<file path="src/hw/scl_defines.svh">
// offsets, field positions, word addresses and reset values of the config loader
`ifndef SCL_DEFINES_SVH
`define SCL_DEFINES_SVH

// ----------------------------------------------------------------
// image word addresses
// ----------------------------------------------------------------
`define SCL_WORD_PHY_P3   8'h46
`define SCL_WORD_PHY_P4   8'h48
`define SCL_WORD_PHY_P5   8'h4A
`define SCL_WORD_PM_FIRST 8'h50
`define SCL_WORD_PM_LAST  8'h5B
`define SCL_PHY_FIRST_PORT 3'h3

// ----------------------------------------------------------------
// configuration offsets (low byte of the config address)
// ----------------------------------------------------------------
`define SCL_OFS_PMCAP  8'h40
`define SCL_OFS_PMCSR  8'h44
`define SCL_OFS_CMPL   8'h78
`define SCL_OFS_PHY2   8'h7C
`define SCL_OFS_TLCTL  8'h8C
`define SCL_OFS_PHY3   8'h90
`define SCL_OFS_DEEMPH 8'hF0
`define SCL_OFS_CTRL   8'h00
`define SCL_OFS_STAT   8'h04
`define SCL_LOCAL_PORT 3'h7

// ----------------------------------------------------------------
// field positions inside an image word
// ----------------------------------------------------------------
`define SCL_W_PHY2   4:0
`define SCL_W_PHY3   11:5
`define SCL_W_DEEMPH 12
`define SCL_W_CMPL   13
`define SCL_W_DCSEL  15:14
`define SCL_W_NSR    0
`define SCL_W_AUX    3:1
`define SCL_W_PME    7:6
`define SCL_W_PMDATA 15:8

// ----------------------------------------------------------------
// reset values
// ----------------------------------------------------------------
`define SCL_CTRL_RST 2'h1

`endif

</file>
<file path="src/hw/scl_pkg.sv">
// types shared by the config loader modules
package scl_pkg;

  // loader sequence, gray coded along idle -> load -> done
  typedef enum logic [1:0] {
    SCL_IDLE = 2'b00,
    SCL_LOAD = 2'b01,
    SCL_DONE = 2'b11
  } scl_state_e;

  // what an image word carries
  typedef enum logic [1:0] {
    SCL_KIND_NONE   = 2'b00,
    SCL_KIND_PHY    = 2'b01,
    SCL_KIND_PMFLAG = 2'b10,
    SCL_KIND_PMDATA = 2'b11
  } scl_kind_e;

endpackage

</file>
<file path="src/hw/scl_word_decode.sv">
// decodes an image word address into its kind and target port
`timescale 1ns/10ps
`default_nettype none
`include "scl_defines.svh"

module scl_word_decode (
  input  wire logic [7:0]       addr_in,
  output scl_pkg::scl_kind_e    kind_out,
  output logic      [2:0]       port_out
);

  logic [7:0] pm_rel;
  logic [7:0] phy_rel;

  // relative positions inside the two word groups
  assign pm_rel  = addr_in - `SCL_WORD_PM_FIRST;
  assign phy_rel = addr_in - `SCL_WORD_PHY_P3;

  // flag and data words alternate, two per port
  always_comb begin
    kind_out = scl_pkg::SCL_KIND_NONE;
    port_out = 3'h0;
    if (addr_in >= `SCL_WORD_PM_FIRST && addr_in <= `SCL_WORD_PM_LAST) begin
      kind_out = pm_rel[0] ? scl_pkg::SCL_KIND_PMDATA : scl_pkg::SCL_KIND_PMFLAG;
      port_out = pm_rel[3:1];
    end else if (addr_in == `SCL_WORD_PHY_P3 || addr_in == `SCL_WORD_PHY_P4 ||
                 addr_in == `SCL_WORD_PHY_P5) begin
      kind_out = scl_pkg::SCL_KIND_PHY;
      port_out = `SCL_PHY_FIRST_PORT + phy_rel[3:1];
    end
  end

endmodule
`default_nettype wire

</file>
<file path="src/hw/scl_loader.sv">
// serial image to per-port configuration field loader
//
// Overview of operation
// - word 48h bits 4:0 go to port 4 offset 7Ch bits 12:8
// - physical word bits 11:5 go to that port's offset 90h bits 6:0
// - physical word bit 12 goes to offset F0h bit 6, de-emphasis select
// - physical word bit 13 goes to offset 78h bit 11, compliance to detect
// - physical word bits 15:14 go to offset 8Ch bits 9:8, count select
// - word 4Ah is port 5's physical word with port 4's layout
// - port 3's physical word carries the same fields in bits 12 to 15
// - word 50h bit 0 goes to port 0 offset 44h bit 3, no soft reset
// - power word bits 3:1 go to offset 40h bits 24:22, aux current
// - offset 40h bits 25 and 26 read as 1, D1 and D2 supported
// - power word bits 7:6 go to offset 40h bits 29:28, wake support
// - word 51h bits 15:8 go to port 0 offset 44h bits 31:24
// - port 1 uses words 52h and 53h with the same layout
// - word 46h is port 3's physical word, bits 4:0 to offset 7Ch 12:8
`timescale 1ns/10ps
`default_nettype none
`include "scl_defines.svh"

module scl_loader #(
  parameter int NUM_PORTS = 6
) (
  input  wire logic        ref_clk_in,
  input  wire logic        sys_rst_in,
  input  wire logic        mem_word_valid_in,
  input  wire logic [7:0]  mem_word_addr_in,
  input  wire logic [15:0] mem_word_data_in,
  input  wire logic        mem_image_end_in,
  input  wire logic [10:0] cfg_addr_in,
  input  wire logic [31:0] cfg_wdata_in,
  input  wire logic        cfg_wr_in,
  input  wire logic        cfg_rd_in,
  output logic      [31:0] cfg_rdata_out,
  output logic             load_request_out,
  output logic             load_done_out,
  output logic      [NUM_PORTS-1:0] no_soft_reset_out
);

  // ----------------------------------------------------------------
  // loader state and word decode
  // ----------------------------------------------------------------
  scl_pkg::scl_state_e state_q;
  scl_pkg::scl_kind_e  kind;
  logic [2:0]          word_port;
  logic                take;
  logic [1:0]          ctrl_q;
  logic [7:0]          count_q;
  logic                reload;

  scl_word_decode u_decode (
    .addr_in  (mem_word_addr_in),
    .kind_out (kind),
    .port_out (word_port)
  );

  // words count only while loading and enabled; stray words are dropped
  assign take   = mem_word_valid_in && ctrl_q[0] && (state_q == scl_pkg::SCL_LOAD);
  assign reload = cfg_wr_in && (cfg_addr_in[10:8] == `SCL_LOCAL_PORT) &&
                  (cfg_addr_in[7:0] == `SCL_OFS_CTRL) && cfg_wdata_in[1] &&
                  (state_q == scl_pkg::SCL_DONE); // a reload mid-image would restart the count

  // sequence: load once after reset, reload on software request
  always_ff @(posedge ref_clk_in) begin
    if (sys_rst_in) begin
      state_q <= scl_pkg::SCL_IDLE;
    end else begin
      case (state_q)
        scl_pkg::SCL_IDLE: begin
          state_q <= scl_pkg::SCL_LOAD;
        end
        scl_pkg::SCL_LOAD: begin
          if (mem_image_end_in) begin
            state_q <= scl_pkg::SCL_DONE;
          end
        end
        scl_pkg::SCL_DONE: begin
          if (reload) begin
            state_q <= scl_pkg::SCL_LOAD;
          end
        end
        default: begin
          state_q <= scl_pkg::SCL_IDLE;
        end
      endcase
    end
  end

  // control: bit 0 enables word capture; bit 1 is a self-clearing reload
  always_ff @(posedge ref_clk_in) begin
    if (sys_rst_in) begin
      ctrl_q <= `SCL_CTRL_RST;
    end else if (cfg_wr_in && cfg_addr_in[10:8] == `SCL_LOCAL_PORT &&
                 cfg_addr_in[7:0] == `SCL_OFS_CTRL) begin
      ctrl_q <= {1'b0, cfg_wdata_in[0]};
    end
  end

  // count of words applied since the last load started
  always_ff @(posedge ref_clk_in) begin
    if (sys_rst_in || state_q == scl_pkg::SCL_IDLE || reload) begin
      count_q <= 8'h00;
    end else if (take && kind != scl_pkg::SCL_KIND_NONE) begin
      count_q <= count_q + 8'h01;
    end
  end

  // ----------------------------------------------------------------
  // per-port field storage
  // ----------------------------------------------------------------
  logic [4:0] phy2_q   [NUM_PORTS];
  logic [6:0] phy3_q   [NUM_PORTS];
  logic       deemph_q [NUM_PORTS];
  logic       cmpl_q   [NUM_PORTS];
  logic [1:0] dcsel_q  [NUM_PORTS];
  logic       nsr_q    [NUM_PORTS];
  logic [2:0] aux_q    [NUM_PORTS];
  logic [1:0] pme_q    [NUM_PORTS];
  logic [7:0] pmdata_q [NUM_PORTS];

  genvar gp;
  generate
    for (gp = 0; gp < NUM_PORTS; gp++) begin : g_port
      logic hit_phy;
      logic hit_flag;
      logic hit_data;

      // a word lands only in the port it names; ports 0 to 2 have no physical word
      assign hit_phy  = take && kind == scl_pkg::SCL_KIND_PHY    && word_port == 3'(gp);
      assign hit_flag = take && kind == scl_pkg::SCL_KIND_PMFLAG && word_port == 3'(gp);
      assign hit_data = take && kind == scl_pkg::SCL_KIND_PMDATA && word_port == 3'(gp);

      // physical-layer tuning, same layout for ports 3, 4 and 5
      always_ff @(posedge ref_clk_in) begin
        if (sys_rst_in) begin
          phy2_q[gp]   <= 5'h00;
          phy3_q[gp]   <= 7'h00;
          deemph_q[gp] <= 1'b0;
          cmpl_q[gp]   <= 1'b0;
          dcsel_q[gp]  <= 2'h0;
        end else if (hit_phy) begin
          phy2_q[gp]   <= mem_word_data_in[`SCL_W_PHY2];
          phy3_q[gp]   <= mem_word_data_in[`SCL_W_PHY3];
          deemph_q[gp] <= mem_word_data_in[`SCL_W_DEEMPH];
          cmpl_q[gp]   <= mem_word_data_in[`SCL_W_CMPL];
          dcsel_q[gp]  <= mem_word_data_in[`SCL_W_DCSEL];
        end
      end

      // power-management flags word (even address of the pair)
      always_ff @(posedge ref_clk_in) begin
        if (sys_rst_in) begin
          nsr_q[gp] <= 1'b0;
          aux_q[gp] <= 3'h0;
          pme_q[gp] <= 2'h0;
        end else if (hit_flag) begin
          nsr_q[gp] <= mem_word_data_in[`SCL_W_NSR];
          aux_q[gp] <= mem_word_data_in[`SCL_W_AUX];
          pme_q[gp] <= mem_word_data_in[`SCL_W_PME];
        end
      end

      // power-management data byte (odd address of the pair)
      always_ff @(posedge ref_clk_in) begin
        if (sys_rst_in) begin
          pmdata_q[gp] <= 8'h00;
        end else if (hit_data) begin
          pmdata_q[gp] <= mem_word_data_in[`SCL_W_PMDATA];
        end
      end

      // soft-reset policy goes out once the image is complete
      always_ff @(posedge ref_clk_in) begin
        if (sys_rst_in) begin
          no_soft_reset_out[gp] <= 1'b0;
        end else if (state_q == scl_pkg::SCL_DONE) begin
          no_soft_reset_out[gp] <= nsr_q[gp];
        end
      end
    end
  endgenerate

  // ----------------------------------------------------------------
  // configuration read port
  // ----------------------------------------------------------------
  logic [2:0]  rd_port;
  logic [7:0]  rd_ofs;
  logic [31:0] rd_val;

  assign rd_port = cfg_addr_in[10:8];
  assign rd_ofs  = cfg_addr_in[7:0];

  // read value; port fields read as zero until loading is over, which keeps a
  // half-loaded image from ever being seen
  always_comb begin
    rd_val = 32'h0000_0000;
    if (rd_port == `SCL_LOCAL_PORT) begin
      if (rd_ofs == `SCL_OFS_CTRL) begin
        rd_val = {30'h0000_0000, ctrl_q};
      end else if (rd_ofs == `SCL_OFS_STAT) begin
        rd_val = {16'h0000, count_q, 5'h00, state_q, (state_q == scl_pkg::SCL_DONE)};
      end
    end else if (rd_port < 3'(NUM_PORTS) && state_q == scl_pkg::SCL_DONE) begin
      case (rd_ofs)
        `SCL_OFS_PMCAP: begin
          rd_val = {2'h0, pme_q[rd_port], 1'b0, 1'b1, 1'b1, aux_q[rd_port], 22'h00_0000};
        end
        `SCL_OFS_PMCSR: begin
          rd_val = {pmdata_q[rd_port], 20'h0_0000, nsr_q[rd_port], 3'h0};
        end
        `SCL_OFS_CMPL: begin
          rd_val = {20'h0_0000, cmpl_q[rd_port], 11'h000};
        end
        `SCL_OFS_PHY2: begin
          rd_val = {19'h0_0000, phy2_q[rd_port], 8'h00};
        end
        `SCL_OFS_TLCTL: begin
          rd_val = {22'h00_0000, dcsel_q[rd_port], 8'h00};
        end
        `SCL_OFS_PHY3: begin
          rd_val = {25'h000_0000, phy3_q[rd_port]};
        end
        `SCL_OFS_DEEMPH: begin
          rd_val = {25'h000_0000, deemph_q[rd_port], 6'h00};
        end
        default: begin
          rd_val = 32'h0000_0000;
        end
      endcase
    end
  end

  // read data stand for exactly the cycle after the strobe, zero otherwise
  always_ff @(posedge ref_clk_in) begin
    if (sys_rst_in) begin
      cfg_rdata_out <= 32'h0000_0000;
    end else begin
      cfg_rdata_out <= cfg_rd_in ? rd_val : 32'h0000_0000;
    end
  end

  // handshake with the serial reader
  always_ff @(posedge ref_clk_in) begin
    if (sys_rst_in) begin
      load_request_out <= 1'b0;
      load_done_out    <= 1'b0;
    end else begin
      load_request_out <= (state_q == scl_pkg::SCL_LOAD) && !mem_image_end_in;
      load_done_out    <= (state_q == scl_pkg::SCL_DONE) && !reload;
    end
  end
endmodule
`default_nettype wire

</file>
<file path="config.mk">
export PLATFORM = sky130hd
export DESIGN_NAME = scl_loader
export DESIGN_NICKNAME = d
export VERILOG_FILES = /design/src/hw/scl_pkg.sv /design/src/hw/scl_word_decode.sv /design/src/hw/scl_loader.sv
export VERILOG_INCLUDE_DIRS = /design/src /design/src/hw
export SDC_FILE = /design/constraint.sdc
export NUM_CORES = 1
export LEC_CHECK = 0
export BUFFER_PORTS_ARGS = -buffer_cell sky130_fd_sc_hd__buf_2
export CAP_MARGIN = 25
export CORE_MARGIN = 2
export CORE_UTILIZATION = 55
export CTS_BUF_LIST = sky130_fd_sc_hd__clkbuf_2 sky130_fd_sc_hd__clkbuf_4 sky130_fd_sc_hd__clkbuf_8
export CTS_CLUSTER_DIAMETER = 100
export DETAILED_ROUTE_END_ITERATION = 7
export PLACE_DENSITY = 0.79
export SLEW_MARGIN = 30
export SYNTH_ARGS = -nofsm -noshare
export SYNTH_HDL_FRONTEND = slang
export SYNTH_SLANG_ARGS = --single-unit
</file>
<file path="constraint.sdc">
create_clock -name ref_clk_in -period 2.6 [get_ports ref_clk_in]
set_clock_uncertainty 0.05 [all_clocks]
set_input_delay 0.52 -clock ref_clk_in [delete_from_list [all_inputs] [get_ports ref_clk_in]]
set_output_delay 0.52 -clock ref_clk_in [all_outputs]
set_load 0.02 [all_outputs]
</file>
=== Yosys cells after proc, flatten, opt, wreduce, memory -nomap -nowiden ===
Memories as Yosys holds them, arrays and structs flattened. A register that Yosys moved wholly into a read port is not among the register bits.
Cells that the tools add are included.

* Register bits: 45
* RAM bits: 180
* Input bits: 73
* Output and inout port bits: 40
* Word-level logic and storage cells: 268
* Memories: 9

{| class="wikitable"
|+ Memories
! name !! depth !! bits a word !! rd ports !! clocked after memory_dff !! write ports !! line !! RTL
|-
| pmdata_q || 6 || 8 || 1 || 0 || 6 || scl_loader.sv:120 || <nowiki>logic [7:0] pmdata_q [NUM_PORTS];</nowiki>
|-
| phy3_q || 6 || 7 || 1 || 0 || 6 || scl_loader.sv:113 || <nowiki>logic [6:0] phy3_q [NUM_PORTS];</nowiki>
|-
| phy2_q || 6 || 5 || 1 || 0 || 6 || scl_loader.sv:112 || <nowiki>logic [4:0] phy2_q [NUM_PORTS];</nowiki>
|-
| aux_q || 6 || 3 || 1 || 0 || 6 || scl_loader.sv:118 || <nowiki>logic [2:0] aux_q [NUM_PORTS];</nowiki>
|-
| dcsel_q || 6 || 2 || 1 || 0 || 6 || scl_loader.sv:116 || <nowiki>logic [1:0] dcsel_q [NUM_PORTS];</nowiki>
|-
| pme_q || 6 || 2 || 1 || 0 || 6 || scl_loader.sv:119 || <nowiki>logic [1:0] pme_q [NUM_PORTS];</nowiki>
|-
| +3 memories || -- || -- || -- || -- || -- || -- ||
|}

* Add/subtract/negate cells: 4
* Order comparisons: 3
* Eq/ne operators: 24
* Muxes and demuxes: 123
* Bitwise operators: 55
* Reductions and logical operators: 44

{| class="wikitable"
|+ Operators with widths
! operator !! number
|-
| $pmux 32 s7 || 1
|-
| $mux 1 || 76
|-
| $mux 32 || 2
|-
| $eq 8x7->1 const B || 7
|-
| $or 1x1->1 || 54
|-
| $mux 8 || 6
|-
| $mux 7 || 6
|-
| $logic_and 1x1->1 || 32
|-
| $mux 16 || 2
|-
| $mux 2 || 15
|-
| $mux 5 || 6
|-
| $eq 8x8->1 const B || 3
|-
| $mux 3 || 8
|-
| $eq 3x3->1 const B || 3
|-
| $add 8x1->8 const B || 1
|-
| $eq 8x3->1 const B || 1
|-
| $ge 8x7->1 const B || 1
|-
| $le 8x7->1 const B || 1
|-
| $logic_not 8->1 || 1
|-
| $eq 2x2->1 const B || 3
|-
| $eq 3x2->1 const B || 2
|-
| $pmux 2 s3 || 1
|-
| $eq 2x1->1 const B || 2
|-
| $logic_or 1x1->1 || 4
|-
| 13 further kinds || 15
|}

=== Depth between registers and ports, before layout ===
* Depth after elaboration: 12
* Mapped depth: 7
* Depth with buffers taken out: 5

=== Modules after synthesis ===
Synthesis repeated with hierarchy kept, for this count alone.

* Cell total of the unflattened synthesis: 774
* Area, all modules: 10,178.5 um^2

{| class="wikitable"
|+ By module, submodules not included
! module !! instances !! cells an instance !! area an instance (um^2) !! sequential area each (um^2)
|-
| scl_loader || 1 || 752 || 10,033.4 || 6,286.0
|-
| scl_word_decode || 1 || 22 || 145.1 || 0.0
|}

=== Least setup slack after synthesis ===
Ideal clock, no wire load.

* Kind: input to register
* From: input port mem_word_addr_in[1]
* To: memory cmpl_q[1], enable pin
* Library setup time: 0.392 ns
* Arrival time: 2.258 ns
* Required time: 2.158 ns
* Path slack: -0.100 ns
* Stages: 5
* Path buffers: 1
* Path through: ha_1 > nor4bb_1 > o2111ai_1 > buf_2 > o21bai_1

{| class="wikitable"
|+ RTL lines
! item !! line !! RTL
|-
| start: declaration || scl_loader.sv:28 || <nowiki>input wire logic [7:0] mem_word_addr_in,</nowiki>
|-
| end: declaration || scl_loader.sv:115 || <nowiki>logic cmpl_q [NUM_PORTS];</nowiki>
|}

==> metrics.yaml <==
status: "finished, final reports clean"
syn_area_um2: 10020
cap_violations: 0
wl_per_cell_um: 19.63
rsz0062_at_grt: "false"
power_frac_comb_pct: 6.8
clk_path_buf_depth: 3
synth-warning-count: 0
antenna_found_initial: 2
clk_latency_ns: 0.53
numCtsBuffers: 37
fin_hold_ws_ns: 0.1169
ir_drop_mv: 0.3813
critPathMaxFanout: 8
cts-htree-levels: 2
drive_above_1_share_pct: 27.11
routed-via-count: 6542
clkTransAtPathRegs_ns: 0.06
place.gp.congestion: 0.8456
nets: 969
dieArea_um2: 19310
track_usage_pct: 23.91
synth_flop_cell: "edfxtp_1"
worstPathCellList: "buf_4, nor3b_1, nand4_1, nor2_2, and2_1"
p_clk_share_pct: 40.7
mostFrequentLayoutCells: "edfxtp_1 (180), and2_1 (119), buf_2 (74)"
final_cells: 1153
hold_viol: 0
path_buf_inv: 1
grt-ovfl-total: 0
critPathTopFamily: "simple AND/OR/NAND/NOR gates"
max_freq_mhz: 472.2
drc: 0
leakagePower_nw: 4.582
cp.depth: 5
grt_max_degree: 39
finalMaxSlewViolations: 0
placed_area_um2: 11070
port_buffers: 75
switchingPower_mw: 1.677
utilization_pct: 66.16
drtPass1Iterations: 6
p_per_area_nw_per_um2: 646.8
die_w_um: 139.0
fp.coreArea_um2: 17900
start_util_pct: 55.96
synth-seq-cells: 224
endpoint_kind: "flop"
fin_total_pwr_mw: 7.661
cp_slowest_stage_delay_ns: 0.47
cts_tree: "done"
internal-power_mw: 5.984
fin_crit_sh_pct: 81.46
min_path_type: "in -> reg"
regToRegSetupSlack_ns: 0.48
wirelength_um: 22640
cts_setup_buffers: 0
crit_slowest_cell: "nor2_2"
seqPwrFrac_pct: 52.5
ys_seq_area_share_pct: 62.75
ff2ff_path_depth: 5
cts-hold-fix-buffers: 0
io_pins: 113
maxSlewHeadroom_pct: 53.48
postCtsResizedCells: 0
layout_min_cycle_time_ns: 2.118
cts_sinks: 224
grt_pass1_vias: 6544
drt_iter0_markers: 549
arrival_ns: 2.46
dp.cells: 1084
worst_slew_pin_slew_ns: 0.6955
critical_path_class: "reg -> reg"
stdcell_area_um2: 11840
required_ns: 2.94
switching_share_pct: 21.89
cts-root-buf: "clkbuf_8"
ys_types: 60
synth_edf_count: 180
area_growth_pct: 18.22
rows: 49
postSynthAreaPerCell_um2: 13.61
final_common_cell: "edfxtp_1"
min_path_cells: 2
setup_viol: 0
die-height_um: 139.0
hpwl_um: 15250
syn_inst: 736
startpoint_type: "flop"
ant_nets: 0
synthArstFlopShare_pct: 0
vias_per_cell: 5.674
grt_pass1_wl_um: 35720
power by group through the flow:
stage	Combinational [mW]	Clock (mW)	Sequential [mW]
6_report	0.522	3.12	4.02
5_1_grt	0.562	3.31	4.03
4_1_cts	0.519	3.16	4.02
3_5_place_dp	0.515	0	4.10
3_3_place_gp	0.505	0	4.09
2_1_floorplan	0.310	0	4.09
stage by stage:
step,setup WS [ns],TNS (ns)
floorplan,-0.06707,-3.219
global placement,0.03280,0
detailed placement,0.1221,0
CTS,0.5268,0
global route,0.3855,0
finish,0.4821,0
worst paths after layout:
kind	from	to
max reg2reg	state_q[0]	pmdata_q[3][4]
min reg2reg	no_soft_reset_out[1]	no_soft_reset_out[1]
max	state_q[0]	pmdata_q[3][4]
min	mem_image_end_in	load_request_out
layer usage:
metal | vias up | global-route usage [%] | routed length [µm]
met3 | 54 | 3.902 | 1656
met2 | 288 | 39.77 | 11260
met4 | 0 | 11.27 | 770
met1 | 3188 | 31.04 | 8951
li1 | 3012 | - | -
met5 | - | 0 | 0
final cells by class:
| type | count | area [µm²] |
|---|---|---|
| antenna | 2 | 5.005 |
| sequential | 224 | 6286 |
| fill | 1286 | 6058 |
| multi-input combinational | 492 | 3590 |
| clock buffer | 59 | 730.7 |
| clock inverter | 8 | 37.54 |
| inverter | 10 | 37.54 |
| timing repair buffer | 129 | 870.8 |
| tap | 229 | 286.5 |
state kept, by name, summed over array words and instances (netlist names), 8 cells and up:
| register | flops |
|---|---|
| phy2_q | 30 |
| pme_q | 12 |
| cfg_rdata_out | 25 |
| aux_q | 18 |
| dcsel_q | 12 |
| count_q | 8 |
| phy3_q | 42 |
| pmdata_q | 48 |
kinds of logic (layout without fill, tap and decap cells):
logic type      count (synthesis)  count (layout)  synth area share (%)
simple gates                  281             281                 15.87
fa+ha+maj                       3               3                0.3497
buf+inv                        58             206                 2.947
other cells                     1              41               0.03743
flops                         224             224                 62.75
mux                            73              73                 11.14
compound gates                 96              96                 6.907
Yosys cell counts (2+ instances only):
library cell | count | area share (%)
buf_2 | 15 | 0.75
nand4_2 | 2 | 0.25
mux2_2 | 8 | 0.90
nor2b_1 | 4 | 0.25
o22ai_1 | 5 | 0.31
inv_1 | 10 | 0.37
mux2i_1 | 35 | 3.5
o2111ai_1 | 4 | 0.35
buf_4 | 13 | 0.97
nor2_2 | 4 | 0.25
and3_1 | 2 | 0.12
clkbuf_1 | 15 | 0.56
nand4_1 | 8 | 0.50
a2111oi_1 | 2 | 0.20
mux4_2 | 30 | 6.7
nand3_1 | 10 | 0.50
nor3_2 | 3 | 0.30
buf_1 | 2 | 0.075
ha_1 | 2 | 0.25
and2_1 | 119 | 7.4
and4b_1 | 5 | 0.50
dfxtp_1 | 44 | 8.8
nor2_1 | 56 | 2.1
clkbuf_2 | 2 | 0.10
a211oi_1 | 7 | 0.52
o21bai_1 | 17 | 1.3
nand2_1 | 48 | 1.8
and4_1 | 3 | 0.26
a2111oi_2 | 2 | 0.30
edfxtp_1 | 180 | 54
o21ai_0 | 22 | 1.1
o211ai_1 | 15 | 1.1
nand4b_1 | 2 | 0.17
nor3b_1 | 3 | 0.22
a21oi_1 | 12 | 0.60
No activity file was read; power rests on OpenSTA's default activity.
